[src/verilog/mra_pkg.sv]
// Constants and types shared by the region attribute checker
// Contract
// - Fault any access to a region that lacks the rights the region grants.
// - Type 000 decodes strongly-ordered, device, write-through or write-back per C/B.
// - Type 001 and 010 decode per C/B; undefined combinations are reserved.
// - Type 1xx is normal; outer policy from type bits, inner from C/B.
// - Don't-care share or bufferable bits never change type or shareability.
// - Permission 000 none, 001 privileged only, 010 user read-only, 011 full.
// - Permission 101 privileged read-only, 110/111 read-only; 100 is denied.
// - A violation raises the fault exception and records its cause in status.
// - Region settings written singly or by burst, with three base/attr aliases.
// - Exception entry and return give barrier behaviour without explicit barriers.
// - Register space is strongly ordered; configuration writes complete in order.
// - Execute-never regions block instruction fetches.
// - With protection on, unprivileged accesses outside every region fault; unprivileged data accesses to private peripheral space do not.
// - Region size is two to the size field plus one bytes, 32 at least.
`default_nettype none
package mra_pkg;
  localparam int unsigned NUM_REGIONS_DEF = 8;
  // Register byte offsets
  localparam logic [7:0] OFS_CTRL    = 8'h94;
  localparam logic [7:0] OFS_RNR     = 8'h98;
  localparam logic [7:0] OFS_REGION_BASE_REGISTER    = 8'h9C;
  localparam logic [7:0] OFS_REGION_ATTRIBUTE_SIZE_REGISTER    = 8'hA0;
  localparam logic [7:0] OFS_REGION_BASE_REGISTER_A1 = 8'hA4;
  localparam logic [7:0] OFS_REGION_ATTRIBUTE_SIZE_REGISTER_A1 = 8'hA8;
  localparam logic [7:0] OFS_REGION_BASE_REGISTER_A2 = 8'hAC;
  localparam logic [7:0] OFS_REGION_ATTRIBUTE_SIZE_REGISTER_A2 = 8'hB0;
  localparam logic [7:0] OFS_REGION_BASE_REGISTER_A3 = 8'hB4;
  localparam logic [7:0] OFS_REGION_ATTRIBUTE_SIZE_REGISTER_A3 = 8'hB8;
  localparam logic [7:0] OFS_FSTAT   = 8'hC0;
  localparam logic [7:0] OFS_FADDR   = 8'hC4;
  localparam logic [7:0] OFS_MASK    = 8'hC8;
  // Field positions
  localparam int unsigned CTRL_EN      = 0;
  localparam int unsigned CTRL_PRIVDEF = 2;
  localparam int unsigned REGION_BASE_REGISTER_VALID   = 4;
  localparam int unsigned BASE_LO      = 5;
  localparam int unsigned ATTR_XN      = 28;
  localparam int unsigned ATTR_AP_LO   = 24;
  localparam int unsigned ATTR_TEX_LO  = 19;
  localparam int unsigned ATTR_S       = 18;
  localparam int unsigned ATTR_C       = 17;
  localparam int unsigned ATTR_B       = 16;
  localparam int unsigned ATTR_SIZE_LO = 1;
  localparam int unsigned ATTR_EN      = 0;
  localparam logic [31:0] ATTR_WMASK   = 32'h173F_FF3F;
  localparam int unsigned FS_IACC      = 0;
  localparam int unsigned FS_DACC      = 1;
  localparam int unsigned FS_AVALID    = 7;
  localparam logic [7:0]  FS_EVT_MASK  = 8'h03;
  // Reset values
  localparam logic [31:0] RST_WORD     = 32'h0000_0000;
  // Smallest size field accepted
  localparam logic [4:0]  MIN_SIZE     = 5'h04;
  // Private peripheral space
  localparam logic [31:0] PPB_LO       = 32'hE000_0000;
  localparam logic [31:0] PPB_HI       = 32'hE00F_FFFF;
  // Permission codes
  localparam logic [2:0] AP_NONE    = 3'h0;
  localparam logic [2:0] AP_PRIV_RW = 3'h1;
  localparam logic [2:0] AP_USER_RO = 3'h2;
  localparam logic [2:0] AP_FULL    = 3'h3;
  localparam logic [2:0] AP_RSVD    = 3'h4;
  localparam logic [2:0] AP_PRIV_RO = 3'h5;
  localparam logic [2:0] AP_RO      = 3'h6;
  localparam logic [2:0] AP_RO_ALT  = 3'h7;

  typedef enum logic [1:0] {
    MT_STRONG = 2'b00,
    MT_DEVICE = 2'b01,
    MT_NORMAL = 2'b10,
    MT_RSVD   = 2'b11
  } mra_mtype_t;

  typedef enum logic [1:0] {
    POL_NC    = 2'b00,
    POL_WBRWA = 2'b01,
    POL_WT    = 2'b10,
    POL_WB    = 2'b11
  } mra_pol_t;
endpackage : mra_pkg
`default_nettype wire

[src/verilog/mra_attr_decode.sv]
// Memory type, cache policy and permission decode for one region
`default_nettype none
module mra_attr_decode (
  input  wire logic [2:0]          tex_i,
  input  wire logic                c_i,
  input  wire logic                b_i,
  input  wire logic                s_i,
  input  wire logic [2:0]          ap_i,
  input  wire logic                xn_i,
  input  wire logic                priv_i,
  input  wire logic                write_i,
  input  wire logic                fetch_i,
  output var  mra_pkg::mra_mtype_t mtype_o,
  output logic                     share_o,
  output var  mra_pkg::mra_pol_t   inner_o,
  output var  mra_pkg::mra_pol_t   outer_o,
  output logic                     impl_def_o,
  output logic                     perm_fault_o
);
  import mra_pkg::*;

  logic rd_ok;
  logic wr_ok;

  always_comb begin
    mtype_o    = MT_NORMAL;
    share_o    = s_i;
    inner_o    = POL_NC;
    outer_o    = POL_NC;
    impl_def_o = 1'b0;
    if (tex_i[2]) begin
      outer_o = mra_pol_t'(tex_i[1:0]);
      inner_o = mra_pol_t'({c_i, b_i});
    end else begin
      case (tex_i[1:0])
        2'b00: begin
          case ({c_i, b_i})
            2'b00: begin
              mtype_o = MT_STRONG;
              share_o = 1'b1;
            end
            2'b01: begin
              mtype_o = MT_DEVICE;
              share_o = 1'b1;
            end
            2'b10: begin
              inner_o = POL_WT;
              outer_o = POL_WT;
            end
            default: begin
              inner_o = POL_WB;
              outer_o = POL_WB;
            end
          endcase
        end
        2'b01: begin
          case ({c_i, b_i})
            2'b00: begin
              inner_o = POL_NC;
            end
            2'b11: begin
              inner_o = POL_WBRWA;
              outer_o = POL_WBRWA;
            end
            2'b10: begin
              impl_def_o = 1'b1;
              share_o    = 1'b0;
            end
            default: begin
              mtype_o = MT_RSVD;
              share_o = 1'b0;
            end
          endcase
        end
        2'b10: begin
          mtype_o = ({c_i, b_i} == 2'b00) ? MT_DEVICE : MT_RSVD;
          share_o = 1'b0;
        end
        default: begin
          mtype_o = MT_RSVD;
          share_o = 1'b0;
        end
      endcase
    end
  end

  always_comb begin
    rd_ok = 1'b0;
    wr_ok = 1'b0;
    case (ap_i)
      AP_NONE: begin
        rd_ok = 1'b0;
        wr_ok = 1'b0;
      end
      AP_PRIV_RW: begin
        rd_ok = priv_i;
        wr_ok = priv_i;
      end
      AP_USER_RO: begin
        rd_ok = 1'b1;
        wr_ok = priv_i;
      end
      AP_FULL: begin
        rd_ok = 1'b1;
        wr_ok = 1'b1;
      end
      AP_PRIV_RO: begin
        rd_ok = priv_i;
        wr_ok = 1'b0;
      end
      AP_RO, AP_RO_ALT: begin
        rd_ok = 1'b1;
        wr_ok = 1'b0;
      end
      default: begin
        rd_ok = 1'b0;
        wr_ok = 1'b0;
      end
    endcase
  end

  // Fetches count as reads and are also barred by execute-never
  assign perm_fault_o = (write_i ? ~wr_ok : ~rd_ok) | (fetch_i & xn_i);
endmodule : mra_attr_decode
`default_nettype wire

[src/verilog/mra_region_check.sv]
// Region attribute checker with Wishbone register file
//
// Decided for this implementation: the Wishbone slave port and the address map.
`default_nettype none
module mra_region_check #(
  parameter int unsigned NUM_REGIONS = mra_pkg::NUM_REGIONS_DEF
) (
  input  wire logic                           clk_i,
  input  wire logic                           nrst_i,
  input  wire logic                           wb_cyc_i,
  input  wire logic                           wb_stb_i,
  input  wire logic                           wb_we_i,
  input  wire logic [7:0]                     wb_adr_i,
  input  wire logic [3:0]                     wb_sel_i,
  input  wire logic [31:0]                    wb_dat_i,
  output logic      [31:0]                    wb_dat_o,
  output logic                                wb_ack_o,
  input  wire logic                           acc_valid_i,
  input  wire logic [31:0]                    acc_addr_i,
  input  wire logic                           acc_priv_i,
  input  wire logic                           acc_write_i,
  input  wire logic                           acc_fetch_i,
  input  wire logic                           exc_entry_i,
  input  wire logic                           exc_return_i,
  output logic                                acc_fault_o,
  output logic                                acc_hit_o,
  output logic      [$clog2(NUM_REGIONS)-1:0] acc_region_o,
  output var  mra_pkg::mra_mtype_t            acc_mtype_o,
  output logic                                acc_share_o,
  output var  mra_pkg::mra_pol_t              acc_inner_o,
  output var  mra_pkg::mra_pol_t              acc_outer_o,
  output logic                                acc_impl_def_o,
  output logic                                mmf_irq_o,
  output logic                                barrier_o
);
  import mra_pkg::*;

  localparam int unsigned RW = $clog2(NUM_REGIONS);

  typedef struct packed {
    logic                            ack;
    logic [31:0]                     rdata;
    logic                            en;
    logic                            privdef;
    logic [RW-1:0]                   region_number_register;
    logic [NUM_REGIONS-1:0][26:0]    base;
    logic [NUM_REGIONS-1:0][31:0]    attr;
    logic [7:0]                      fstat;
    logic [31:0]                     faddr;
    logic [7:0]                      mask;
    logic                            barrier;
  } mra_state_t;

  mra_state_t st_r;
  mra_state_t st_nxt;

  logic                   req;
  logic [31:0]            rd_val;
  logic [31:0]            wm;
  logic [RW-1:0]          tgt;
  logic [7:0]             fs_set;
  logic [7:0]             fs_clr;
  logic [NUM_REGIONS-1:0] hit;
  logic                   any_hit;
  logic [RW-1:0]          sel;
  logic [31:0]            sel_attr;
  logic                   in_ppb;
  logic                   fault;
  logic                   perm_fault;
  mra_mtype_t             dec_mtype;
  logic                   dec_share;
  mra_pol_t               dec_inner;
  mra_pol_t               dec_outer;
  logic                   dec_impl;
  logic [RW-1:0]          dat_rn;

  function automatic logic [31:0] mra_merge(
    input logic [31:0] old_v,
    input logic [31:0] new_v,
    input logic [3:0]  be
  );
    logic [31:0] r;
    r = old_v;
    for (int k = 0; k < 4; k++) begin
      if (be[k]) begin
        r[8*k +: 8] = new_v[8*k +: 8];
      end
    end
    return r;
  endfunction : mra_merge

  ////////////////////////////////////////////////////////////////////////////
  // Region match

  for (genvar g = 0; g < NUM_REGIONS; g++) begin : g_match
    logic [4:0]  sz;
    logic [32:0] span;
    logic [31:0] msk;
    assign sz   = (st_r.attr[g][ATTR_SIZE_LO +: 5] < MIN_SIZE) ? MIN_SIZE
                : st_r.attr[g][ATTR_SIZE_LO +: 5];
    assign span = (33'h1_0000_0001 << ({1'b0, sz} + 6'h01)) - 33'h0_0000_0001;
    assign msk  = ~span[31:0];
    assign hit[g] = st_r.attr[g][ATTR_EN]
                  & (((acc_addr_i ^ {st_r.base[g], 5'h00}) & msk) == 32'h0000_0000);
  end

  // Highest numbered matching region wins
  always_comb begin
    sel = '0;
    for (int i = 0; i < NUM_REGIONS; i++) begin
      if (hit[i]) begin
        sel = RW'(i);
      end
    end
  end

  assign any_hit  = |hit;
  assign sel_attr = st_r.attr[sel];
  assign in_ppb   = (acc_addr_i >= PPB_LO) && (acc_addr_i <= PPB_HI);

  mra_attr_decode u_dec (
    .tex_i        (sel_attr[ATTR_TEX_LO +: 3]),
    .c_i          (sel_attr[ATTR_C]),
    .b_i          (sel_attr[ATTR_B]),
    .s_i          (sel_attr[ATTR_S]),
    .ap_i         (sel_attr[ATTR_AP_LO +: 3]),
    .xn_i         (sel_attr[ATTR_XN]),
    .priv_i       (acc_priv_i),
    .write_i      (acc_write_i),
    .fetch_i      (acc_fetch_i),
    .mtype_o      (dec_mtype),
    .share_o      (dec_share),
    .inner_o      (dec_inner),
    .outer_o      (dec_outer),
    .impl_def_o   (dec_impl),
    .perm_fault_o (perm_fault)
  );

  ////////////////////////////////////////////////////////////////////////////
  // Access check, same cycle as the match

  always_comb begin
    fault          = 1'b0;
    acc_mtype_o    = MT_NORMAL;
    acc_share_o    = 1'b0;
    acc_inner_o    = POL_NC;
    acc_outer_o    = POL_NC;
    acc_impl_def_o = 1'b0;
    if (in_ppb) begin
      // System space is always strongly ordered and never executable
      acc_mtype_o = MT_STRONG;
      acc_share_o = 1'b1;
      fault       = acc_fetch_i;
    end else if (!st_r.en) begin
      fault = 1'b0;
    end else if (any_hit) begin
      fault          = perm_fault;
      acc_mtype_o    = dec_mtype;
      acc_share_o    = dec_share;
      acc_inner_o    = dec_inner;
      acc_outer_o    = dec_outer;
      acc_impl_def_o = dec_impl;
    end else begin
      fault = ~acc_priv_i | ~st_r.privdef;
    end
  end

  assign acc_fault_o  = acc_valid_i & fault;
  assign acc_hit_o    = any_hit & st_r.en & ~in_ppb;
  assign acc_region_o = sel;

  ////////////////////////////////////////////////////////////////////////////
  // Register read value

  always_comb begin
    case (wb_adr_i)
      OFS_CTRL:  rd_val = {29'h0000_0000, st_r.privdef, 1'b0, st_r.en};
      OFS_RNR:   rd_val = {{(32-RW){1'b0}}, st_r.region_number_register};
      OFS_REGION_BASE_REGISTER, OFS_REGION_BASE_REGISTER_A1, OFS_REGION_BASE_REGISTER_A2, OFS_REGION_BASE_REGISTER_A3:
        rd_val = {st_r.base[st_r.region_number_register], 1'b0, 4'(st_r.region_number_register)};
      OFS_REGION_ATTRIBUTE_SIZE_REGISTER, OFS_REGION_ATTRIBUTE_SIZE_REGISTER_A1, OFS_REGION_ATTRIBUTE_SIZE_REGISTER_A2, OFS_REGION_ATTRIBUTE_SIZE_REGISTER_A3:
        rd_val = st_r.attr[st_r.region_number_register];
      OFS_FSTAT: rd_val = {24'h00_0000, st_r.fstat};
      OFS_FADDR: rd_val = st_r.faddr;
      OFS_MASK:  rd_val = {24'h00_0000, st_r.mask};
      default:   rd_val = RST_WORD;
    endcase
  end

  assign req = wb_cyc_i & wb_stb_i & ~st_r.ack;
  assign wm  = mra_merge(rd_val, wb_dat_i, wb_sel_i);
  assign tgt = wm[REGION_BASE_REGISTER_VALID] ? wm[RW-1:0] : st_r.region_number_register;

  ////////////////////////////////////////////////////////////////////////////
  // Next state

  always_comb begin
    st_nxt         = st_r;
    fs_set         = 8'h00;
    fs_clr         = 8'h00;
    st_nxt.ack     = req;
    st_nxt.barrier = exc_entry_i | exc_return_i;
    if (req) begin
      st_nxt.rdata = rd_val;
    end
    if (req && wb_we_i) begin
      case (wb_adr_i)
        OFS_CTRL: begin
          st_nxt.en      = wm[CTRL_EN];
          st_nxt.privdef = wm[CTRL_PRIVDEF];
        end
        OFS_RNR: begin
          st_nxt.region_number_register = wm[RW-1:0];
        end
        OFS_REGION_BASE_REGISTER, OFS_REGION_BASE_REGISTER_A1, OFS_REGION_BASE_REGISTER_A2, OFS_REGION_BASE_REGISTER_A3: begin
          st_nxt.region_number_register       = tgt;
          st_nxt.base[tgt] = wm[31:BASE_LO];
        end
        OFS_REGION_ATTRIBUTE_SIZE_REGISTER, OFS_REGION_ATTRIBUTE_SIZE_REGISTER_A1, OFS_REGION_ATTRIBUTE_SIZE_REGISTER_A2, OFS_REGION_ATTRIBUTE_SIZE_REGISTER_A3: begin
          st_nxt.attr[st_r.region_number_register] = wm & ATTR_WMASK;
        end
        OFS_FSTAT: begin
          fs_clr = wb_dat_i[7:0] & {8{wb_sel_i[0]}};
        end
        OFS_MASK: begin
          st_nxt.mask = wm[7:0] & FS_EVT_MASK;
        end
        default: begin
          st_nxt.mask = st_r.mask;
        end
      endcase
    end
    if (acc_fault_o) begin
      if (acc_fetch_i) begin
        fs_set[FS_IACC] = 1'b1;
      end else begin
        fs_set[FS_DACC] = 1'b1;
        if (!st_r.fstat[FS_AVALID] || fs_clr[FS_AVALID]) begin
          fs_set[FS_AVALID] = 1'b1;
          st_nxt.faddr      = acc_addr_i;
        end
      end
    end
    // A new event wins over a clear in the same cycle
    st_nxt.fstat = (st_r.fstat & ~fs_clr) | fs_set;
  end

  always_ff @(posedge clk_i or negedge nrst_i) begin
    if (!nrst_i) begin
      st_r <= '0;
    end else begin
      st_r <= st_nxt;
    end
  end

  assign wb_ack_o  = st_r.ack;
  assign wb_dat_o  = st_r.rdata;
  assign mmf_irq_o = |(st_r.fstat & st_r.mask & FS_EVT_MASK);
  assign barrier_o = st_r.barrier;
  assign dat_rn    = wb_dat_i[RW-1:0];
endmodule : mra_region_check
`default_nettype wire
[config.mk]
export PLATFORM = sky130hd
export DESIGN_NAME = mra_region_check
export DESIGN_NICKNAME = d
export VERILOG_FILES = /design/src/verilog/mra_pkg.sv /design/src/verilog/mra_attr_decode.sv /design/src/verilog/mra_region_check.sv
export SDC_FILE = /design/constraint.sdc
export NUM_CORES = 1
export LEC_CHECK = 0
export BUFFER_PORTS_ARGS = -buffer_cell sky130_fd_sc_hd__buf_2
export CAP_MARGIN = 20
export CELL_PAD_IN_SITES_DETAIL_PLACEMENT = 2
export CELL_PAD_IN_SITES_GLOBAL_PLACEMENT = 2
export CORE_UTILIZATION = 39
export CTS_CLUSTER_SIZE = 40
export DETAILED_ROUTE_END_ITERATION = 10
export PLACE_DENSITY = 0.89
export SKIP_CTS_REPAIR_TIMING = 1
export SLEW_MARGIN = 40
export SYNTH_ARGS = -nofsm -noshare
export SYNTH_HDL_FRONTEND = slang
export SYNTH_SLANG_ARGS = --single-unit
[constraint.sdc]
create_clock -name clk_i -period 8.2 [get_ports clk_i]
set_clock_uncertainty 0.15 [all_clocks]
set_input_delay 1.64 -clock clk_i [delete_from_list [all_inputs] [get_ports clk_i]]
set_output_delay 1.64 -clock clk_i [all_outputs]
set_load 0.02 [all_outputs]
# ---- After elaboration in Yosys (flattened, before gate mapping)
# Index checks and enable logic that the tools add are counted.
dict set report word_totals {
  reg_bits 553
  input_bits 87
  output_inout_bits 48
  elab_cells 254
}
dict set report classes {
  add_sub_neg 16
  magnitude_cmp 15
  eq_ne 24
  shifts 8
  n_mux 80
  n_bitwise 53
  reduce_logical 33
}
# cell count
set op_table {}
lappend op_table {{$shl A33 B6 Y32 const A} 8}
lappend op_table {{$and A32 B32 Y32} 8}
lappend op_table {{$bwmux W256} 1}
lappend op_table {{$logic_not A32 Y1} 8}
lappend op_table {{$not A32 Y32} 8}
lappend op_table {{$sub A32 B1 Y32 const B} 8}
lappend op_table {{$xor A32 B32 Y32} 8}
lappend op_table {{$pmux W32 S7} 1}
lappend op_table {{$bwmux W216} 1}
lappend op_table {{$bmux W32 S3} 2}
lappend op_table {{$eq A8 B8 Y1 const B} 13}
lappend op_table {{$demux W32 S3} 1}
lappend op_table {{$bmux W27 S3} 1}
lappend op_table {{$demux W27 S3} 1}
lappend op_table {{$mux W32} 2}
lappend op_table {{$mux W27} 2}
lappend op_table {{$add A5 B1 Y6 const B} 8}
lappend op_table {{$mux W8} 6}
lappend op_table {{$lt A5 B3 Y1 const B} 8}
lappend op_table {{$mux W5} 8}
lappend op_table {{$ge A32 B32 Y1 const B} 1}
lappend op_table {{$le A32 B32 Y1 const B} 1}
lappend op_table {{$mux W2} 16}
lappend op_table {{$mux W29} 1}
lappend op_table {{31 further kinds} 107}

# ---- Depth between registers and ports, before layout
# Gate-level depths: netlist of the first run.
dict set report depth {
  depth_word 30
  ltp_mapped 21
  mapped_depth_nobuf 18
}

# ---- Modules after synthesis
# Synthesis of the first run repeated with hierarchy kept, for this count alone.
dict set report hier_totals {
  cells_unflattened 3217
  hier_area_um2 28889.0
}
# module n_inst cells_each area_per_inst_um2 seq_area_each_um2
set by_module_without_submodules {}
lappend by_module_without_submodules {mra_region_check 1 3185 28663.7 12236.7}
lappend by_module_without_submodules {mra_attr_decode 1 32 225.2 0.0}

# ---- Worst setup path before layout of the first run
# No wires, ideal clock.
dict set report synth_path {
  kind {input to output}
  startpoint {in acc_addr_i[23]}
  endpoint {out acc_share_o}
  t_arrival_ns 5.919
  required_time_ns 6.410
  path_slack_ns 0.491
  cell_stages 18
  path_buffers 1
  cell_sequence {clkbuf_1 xnor2_1 o22ai_1 a22o_1 or4_1 or4_4 o21ai_4 a21oi_2 inv_2 mux2i_1 mux2_2 mux2i_1 o21ai_0 inv_1 ha_1 inv_1 o21ai_0 a221oi_1}
}
dict set report synth_via {
  elab_cells_between_ends 59
  cone_classes {2 x order compare; 3 x eq/ne; 16 x mux; 24 x bitwise; 14 x reduce/logical}
}
# item line
set synth_rtl {}
lappend synth_rtl {{from (decl)} mra_region_check.sv:19} ;# input wire logic [31:0] acc_addr_i,
lappend synth_rtl {{$xor A32 B32 Y32} mra_region_check.sv:104} ;# & (((acc_addr_i ^ {st_r.base[g], 5'h00}) & msk) == 32'h0000_0000);
lappend synth_rtl {{$and A32 B32 Y32} mra_region_check.sv:104}
lappend synth_rtl {{$logic_not A32 Y1} mra_region_check.sv:104}
lappend synth_rtl {{$and A1 B1 Y1} mra_region_check.sv:104}
lappend synth_rtl {{$mux W2 (2 in series)} mra_region_check.sv:111} ;# if (hit[i]) begin
lappend synth_rtl {{$mux W3 (3 in series)} mra_region_check.sv:111}
lappend synth_rtl {{$mux W3 *} mra_region_check.sv:111}
lappend synth_rtl {{via acc_region_o[1]} mra_region_check.sv:27} ;# output logic [$clog2(NUM_REGIONS)-1:0] acc_region_o,
lappend synth_rtl {{[2 not listed]} -}
lappend synth_rtl {{$eq A2 B2 Y1, or another cell as far along} mra_attr_decode.sv:57} ;# case ({c_i, b_i})
lappend synth_rtl {{$reduce_or A2 Y1 (no line)} -}
lappend synth_rtl {{$mux W1, on equally long branches} {mra_attr_decode.sv:57, mra_attr_decode.sv:37}}
lappend synth_rtl {{$pmux W1 S2} mra_attr_decode.sv:35} ;# case (tex_i[1:0])
lappend synth_rtl {{$mux W1 *} mra_attr_decode.sv:31} ;# if (tex_i[2]) begin
lappend synth_rtl {{$mux W1 *} mra_region_check.sv:156} ;# end else if (any_hit) begin
lappend synth_rtl {{$mux W1 *} mra_region_check.sv:154} ;# end else if (!st_r.en) begin
lappend synth_rtl {{$mux W1 *} mra_region_check.sv:149} ;# if (in_ppb) begin
lappend synth_rtl {{to (decl)} mra_region_check.sv:29} ;# output logic acc_share_o,
# The timed path passes the listed nets; every way through them passes the cells marked *. The select of a mux whose other input is x is not followed.

# ---- Worst setup path in the final report of the first run
dict set report layout_path {
  startpoint {in acc_addr_i[13]}
  endpoint {out acc_outer_o[1]}
}
dict set report layout_via {
  elab_chain_len 21
  elab_cells_between_ends 57
  cone_classes {2 x order compare; 3 x eq/ne; 15 x mux; 24 x bitwise; 13 x reduce/logical}
}
# item line
set layout_lines {}
lappend layout_lines {{$xor A32 B32 Y32} mra_region_check.sv:104}
lappend layout_lines {{$and A32 B32 Y32} mra_region_check.sv:104}
lappend layout_lines {{$logic_not A32 Y1} mra_region_check.sv:104}
lappend layout_lines {{$and A1 B1 Y1} mra_region_check.sv:104}
lappend layout_lines {{$mux W1} mra_region_check.sv:111}
lappend layout_lines {{$mux W2 (2 in series)} mra_region_check.sv:111}
lappend layout_lines {{$mux W3 (4 in series)} mra_region_check.sv:111}
lappend layout_lines {{$bmux W32 S3} mra_region_check.sv:118} ;# assign sel_attr = st_r.attr[sel];
lappend layout_lines {{$mux W29 (not written as such)} mra_region_check.sv:118}
lappend layout_lines {{$eq A2 B1 Y1 / $logic_not A2 Y1 (equally long branches)} mra_attr_decode.sv:37} ;# case ({c_i, b_i})
lappend layout_lines {{$reduce_or A2 Y1 (no line)} -}
lappend layout_lines {{$pmux W2 S2} mra_attr_decode.sv:37}
lappend layout_lines {{$pmux W2 S2} mra_attr_decode.sv:35}
lappend layout_lines {{$mux W2} mra_attr_decode.sv:31}
lappend layout_lines {{$mux W2} mra_region_check.sv:156}
lappend layout_lines {{$mux W2} mra_region_check.sv:154}
lappend layout_lines {{$mux W2 *} mra_region_check.sv:149}
lappend layout_lines {{to (decl)} mra_region_check.sv:31} ;# output var mra_pkg::mra_pol_t acc_outer_o,
# Mark *: on every way between the ends. The rest lies on a longest branch, timed or not. The select of a mux whose other input is x is not followed.

==> results of run 1 <==
## critical path: cells and delay by family
family | cells | cell delay, ns
buf+inv | 4 | 0.94
xor+xnor | 1 | 0.58
compound gates | 7 | 1.48
simple gates | 4 | 1.65
## report_power, final
part | internal, mW | switching (mW)
logic | 0.166 | 0.443
registers | 2.43 | 0.0304
clock network | 1.53 | 1.19
total | 4.13 | 1.66
## kinds of logic after synthesis
kind of cell               after synthesis  synth area share [%]
AOI/OAI and AO/OA                     1092                  23.8
xor gates and xnor gates               217                  6.66
adders and majority gates               14                 0.605
buffers and inverters                  365                  5.42
DFF                                    489                  42.9
muxes                                  135                  5.44
other                                    1                0.0131
and+or+nand+nor                        937                  15.2
## area by class of cell
type                    count  share of cell area [%]
diodes                      5                  0.0388
clock buffers              78                    4.98
clock inverters            27                   0.955
inverters                  33                   0.384
multi-input cells        2411                    47.0
flip-flops and latches    489                    38.0
well taps                 950                    3.69
repair buffers            245                    4.95
## cells in the final DEF, fill, tap and decap left out, types with 15 or more instances in the layout
cell and instances:
nor2_1 81, buf_2 132, xnor2_1 130, a21oi_1 92, nand3_1 28, o22ai_1 189
xor2_1 80, o21ai_0 495, dfrtp_1 474, nor3_1 29, o221ai_1 28, buf_4 104
mux2_2 40, clkbuf_16 56, o21a_1 15, mux2i_1 51, inv_1 29, a31oi_1 30
nand4_1 18, a221oi_1 23, o211ai_1 16, dfrtp_2 15, and3_1 15, conb_1 16
nor2b_1 17, o31ai_1 16, nor4_1 47, mux2_4 31, nand2_1 561
## worst paths after layout
path,endpoint,start
max,acc_outer_o[1],acc_addr_i[13]
min,wb_dat_o[27],wb_dat_o[27]
max reg2reg,st_r[20],st_r[150]
min reg2reg,wb_dat_o[27],wb_dat_o[27]
max in group asynchronous,st_r[212],nrst_i
min in group asynchronous,st_r[301],nrst_i
## registers in the layout, summed over array words and instances, names as in the netlist
signal and cells:
barrier_o 1, st_r 455, wb_dat_o 32, wb_ack_o 1
## stage by stage
stage	power [mW]	TNS [ns]	cell area [um2]	std cells	hold WS (ns)
global route	5.88	0	32200	4233	0.346
global placement	3.03	0	30000	4124	0.304
finish	5.79	0	32200	4238	0.324
floorplan	2.77	0	28600	3265	0.297
detailed placement	3.06	0	30100	4125	0.312
CTS	5.74	-0.0895	32000	4230	0.326
## per-layer routing
metal,track usage (%),vias to the layer above
met1,51.2,15500
met3,9.77,657
met5,0,-
met4,30.3,12
met2,65.1,1942
li1,-,11700
==> results.cfg, run 1 <==
[synth]
synth_ff_type = dfrtp_1
syn-instance-count = 3250
yosysMostFrequentCell = nand2_1
ys_ff_latch = 489
avgSynthCellArea_um2 = 8.77
async_flop_share_pct = 100
synth_edf_count = 0
synth_commonest_cells = nand2_1, o21ai_0, dfrtp_1, clkbuf_1, o22ai_1
synth.distinct_cells = 95
synth.area.top_cells = dfrtp_1, o21ai_0, nand2_1
yosysTopAreaCell = dfrtp_1
yosys_warnings = 0
syn_area_um2 = 28500
yosysSeqAreaShare_pct = 42.9
synth_top_area_share_pct = 42.9

[routing]
wl_met2_um = 70700
drt_iter0_drc = 3706
drc = 0
routedWlPerCell_um = 37.2
wl_met1_um = 59500
dr.max_layer_used = met5
routed_wl_um = 158000
detail_route.first_pass.iterations = 8
vias_per_cell = 7.03
wl_met3_um = 14200
vias = 29800
postRouteAntennaNets = 0

[sta]
setup_viol = 0
grt_setup_unrepaired = false
fin_crit_ns = 8.12
setup_ws_ns = 0.0770
hold_viol = 0
finalCritPeriodShare_pct = 99.1
slew_headroom_pct = 34.7
worstMarginPinSlew_ns = 0.970
fmax_mhz = 123
maxSlewViolCount = 0

[grt]
grt_usage_pct = 42.0
antenna_found_initial = 11
overflow = 0
grt_first_pass_wirelength_um = 228000
grt_start_max_net_pins = 113
grt_pass1_vias = 31400

[critical_path]
critical_path_peak_fanout = 12
critPathRequiredTime_ns = 6.41
cp-end-kind = output port
critPathKind = in -> out
cp_cell_sequence = buf_2, xnor2_1, o21ai_0, a22oi_1, a31oi_1, or4_1, o21ai_2, buf_4, nor2b_1, inv_1, nor2_1, a21boi_0, nor3_1, o2111ai_1, a21oi_1, buf_2
path_common_cell = buf_2
rrSetupSlack_ns = 2.21
rr_worst_depth = 14
cp_slowest_cell = or4_1
max_stage_delay_ns = 0.70
cp_data_arrival_time_ns = 6.33
startpoint_type = input pin

[die]
die_w_um = 272
core-area_um2 = 72000
start_util_pct = 39.6
io_pins = 135
fp-row-count = 98
die-area_um2 = 74200
fp.dieH_um = 272

[final_layout]
syn_to_final_growth_pct = 13.0
layout-drive-gt1-share_pct = 16.0
fin_nets = 3336
final-seq-area_um2 = 12300
multi_input_area_um2 = 15100
final_util_pct = 44.8
fillers = 7622

[job]
maxCapViolations = 0

[pwr]
p_leak_nw = 13.9
max-vdd-ir-drop_mv = 0.185
pwr_density_cell_nw_per_um2 = 180

[placement]
place_hpwl_um = 104000
port_buffers = 134
pre_cts_ws_ns = 0.0529
finalWeightedCongestion = 1.01

[clocking]
clkTransAtPathRegs_ns = 0.06
cts_buffers = 56
clockBufferDepth = 3
cts_tree = built
root_buffer = clkbuf_16
cts.sinks = 489
htreeDepth = 2
clk_latency_ns = 0.67

[status]
run_status = finished clean

[hold_path]
whs_path_depth = 2
min_path_type = reg -> reg
(Power assumes the default switching activity.)
==> inputs of run 2 (changes only) <==
--- a/config.mk
+++ b/config.mk
@@ -5,14 +5,15 @@
 export SDC_FILE = /design/constraint.sdc
 export NUM_CORES = 1
 export LEC_CHECK = 0
-export BUFFER_PORTS_ARGS = -buffer_cell sky130_fd_sc_hd__buf_2
+export BUFFER_PORTS_ARGS = -buffer_cell sky130_fd_sc_hd__buf_4
 export CAP_MARGIN = 20
 export CELL_PAD_IN_SITES_DETAIL_PLACEMENT = 2
 export CELL_PAD_IN_SITES_GLOBAL_PLACEMENT = 2
-export CORE_UTILIZATION = 39
+export CORE_UTILIZATION = 32
 export CTS_CLUSTER_SIZE = 40
 export DETAILED_ROUTE_END_ITERATION = 10
-export PLACE_DENSITY = 0.89
+export HOLD_SLACK_MARGIN = 0.15
+export PLACE_DENSITY = 0.76
 export SKIP_CTS_REPAIR_TIMING = 1
 export SLEW_MARGIN = 40
 export SYNTH_ARGS = -nofsm -noshare
==> results.cfg, run 2 (synthesized netlist as in run 1, its figures left out) <==
[critical_path]
cp-end-kind = output port
cp_data_arrival_time_ns = 6.12
startpoint_type = input pin
critical_path_peak_fanout = 5
rrSetupSlack_ns = 2.41
critPathKind = in -> out
critPathRequiredTime_ns = 6.41

[clocking]
root_buffer = clkbuf_16
cts_buffers = 57
cts_tree = built
clk_latency_ns = 0.65
clkTransAtPathRegs_ns = 0.07
cts.sinks = 489
htreeDepth = 2
clockBufferDepth = 3

[die]
core-area_um2 = 88400
io_pins = 135
fp-row-count = 109
start_util_pct = 32.3
fp.dieH_um = 301
die_w_um = 301
die-area_um2 = 90300

[sta]
holdWs_ns = 0.327
setup_ws_ns = 0.291
slew_headroom_pct = 38.9
worstMarginPinSlew_ns = 0.910
fin_crit_ns = 7.91
fmax_mhz = 126
fin_tns_setup_ns = 0
grt_setup_unrepaired = false
setup_viol = 0
finalCritPeriodShare_pct = 96.5
hold_viol = 0
maxSlewViolCount = 0

[grt]
overflow = 0
grt_pass1_vias = 28700
grt_first_pass_wirelength_um = 209000
grt_start_max_net_pins = 100
antenna_found_initial = 10
grt_usage_pct = 31.8

[hold_path]
min_path_type = reg -> reg

[pwr]
pwr_density_cell_nw_per_um2 = 177
p_leak_nw = 13.9
max-vdd-ir-drop_mv = 0.126

[routing]
detail_route.first_pass.iterations = 5
vias = 27600
routedWlPerCell_um = 32.6
vias_per_cell = 6.20
routed_wl_um = 145000
drt_iter0_drc = 2380
drc = 0
postRouteAntennaNets = 0

[final_layout]
final_common_cell = nand2_1
layout-drive-gt1-share_pct = 15.5
mostFrequentLayoutCells = nand2_1, o21ai_0, dfrtp_1
largest_reg_flops = 455
largest_register = st_r
syn_to_final_growth_pct = 14.9
fin_nets = 3339

[job]
maxCapViolations = 0

[status]
run_status = finished clean

[placement]
finalWeightedCongestion = 1.00
port_buffers = 134
pre_cts_ws_ns = 0.367
place_hpwl_um = 103000
[run 2: cell count changes in the layout (fill, tap and decap cells not counted), moves of 6 or more]
| cell | previous run | this run |
|---|---|---|
| nand2_2 | 6 | 12 |
| buf_2 | 132 | 0 |
| buf_4 | 104 | 239 |
| dfrtp_2 | 15 | 9 |
| dfrtp_1 | 474 | 480 |
[run 2: worst max-delay path, cell delays in order]
cell,delay (ns)
buf_4,0.12
xnor2_1,0.43
o22ai_1,0.20
a22o_1,0.21
or4_1,0.47
or4_4,0.64
o21bai_1,0.27
o211ai_2,0.14
nand2_2,0.10
buf_4,0.15
mux2i_1,0.23
a21oi_1,0.09
mux2_2,0.31
inv_1,0.12
ha_1,0.18
nor4b_1,0.25
o211ai_1,0.18
o22ai_1,0.20
buf_4,0.17
[run 2: area by class of cell]
| cell class | count | area, um2 |
|---|---|---|
| Clock buffer | 79 | 1600 |
| Inverter | 33 | 124 |
| Timing Repair Buffer | 247 | 1950 |
| Multi-Input combinational cell | 2411 | 15000 |
| Sequential cell | 489 | 12200 |
| Tap cell | 1165 | 1460 |
| Fill cell | 9791 | 55600 |
| Clock inverter | 27 | 350 |
| Antenna cell | 3 | 7.51 |
[run 2: through the flow]
step	instance area, um2	cells	util, %	total power, mW
6_report	32800	4454	37.1	5.79
4_1_cts	32700	4451	37.1	5.80
5_1_grt	32800	4451	37.1	5.93
3_5_place_dp	30800	4345	34.8	3.08
2_1_floorplan	28600	3265	-	2.77
3_3_place_gp	30600	4343	34.6	3.07
[run 2: worst paths after layout]
check | startpoint | end | cells after the start
setup / recovery | acc_addr_i[29] | acc_inner_o[0] | 19
hold / removal | wb_dat_o[12] | wb_dat_o[12] | 2
setup reg to reg | st_r[149] | st_r[20] | 14
hold reg to reg | wb_dat_o[12] | wb_dat_o[12] | 2
max in group asynchronous | nrst_i | st_r[85] | 3
min in group asynchronous | nrst_i | barrier_o | 1
[run 2: power by group]
part	internal (mW)	total [mW]	switching, mW	leakage (nW)
clock	1.59	2.73	1.14	0.937
sequential	2.44	2.46	0.0277	6.78
combinational	0.179	0.596	0.417	6.21
total	4.20	5.79	1.59	13.9
[run 2: layer usage]
layer	vias to the layer above	track usage, %	share of wire [%]
li1	11700	-	-
met1	14400	41.4	42
met2	1122	50.0	45
met3	355	5.72	6.7
met4	14	17.3	6.1
met5	-	0	0.062
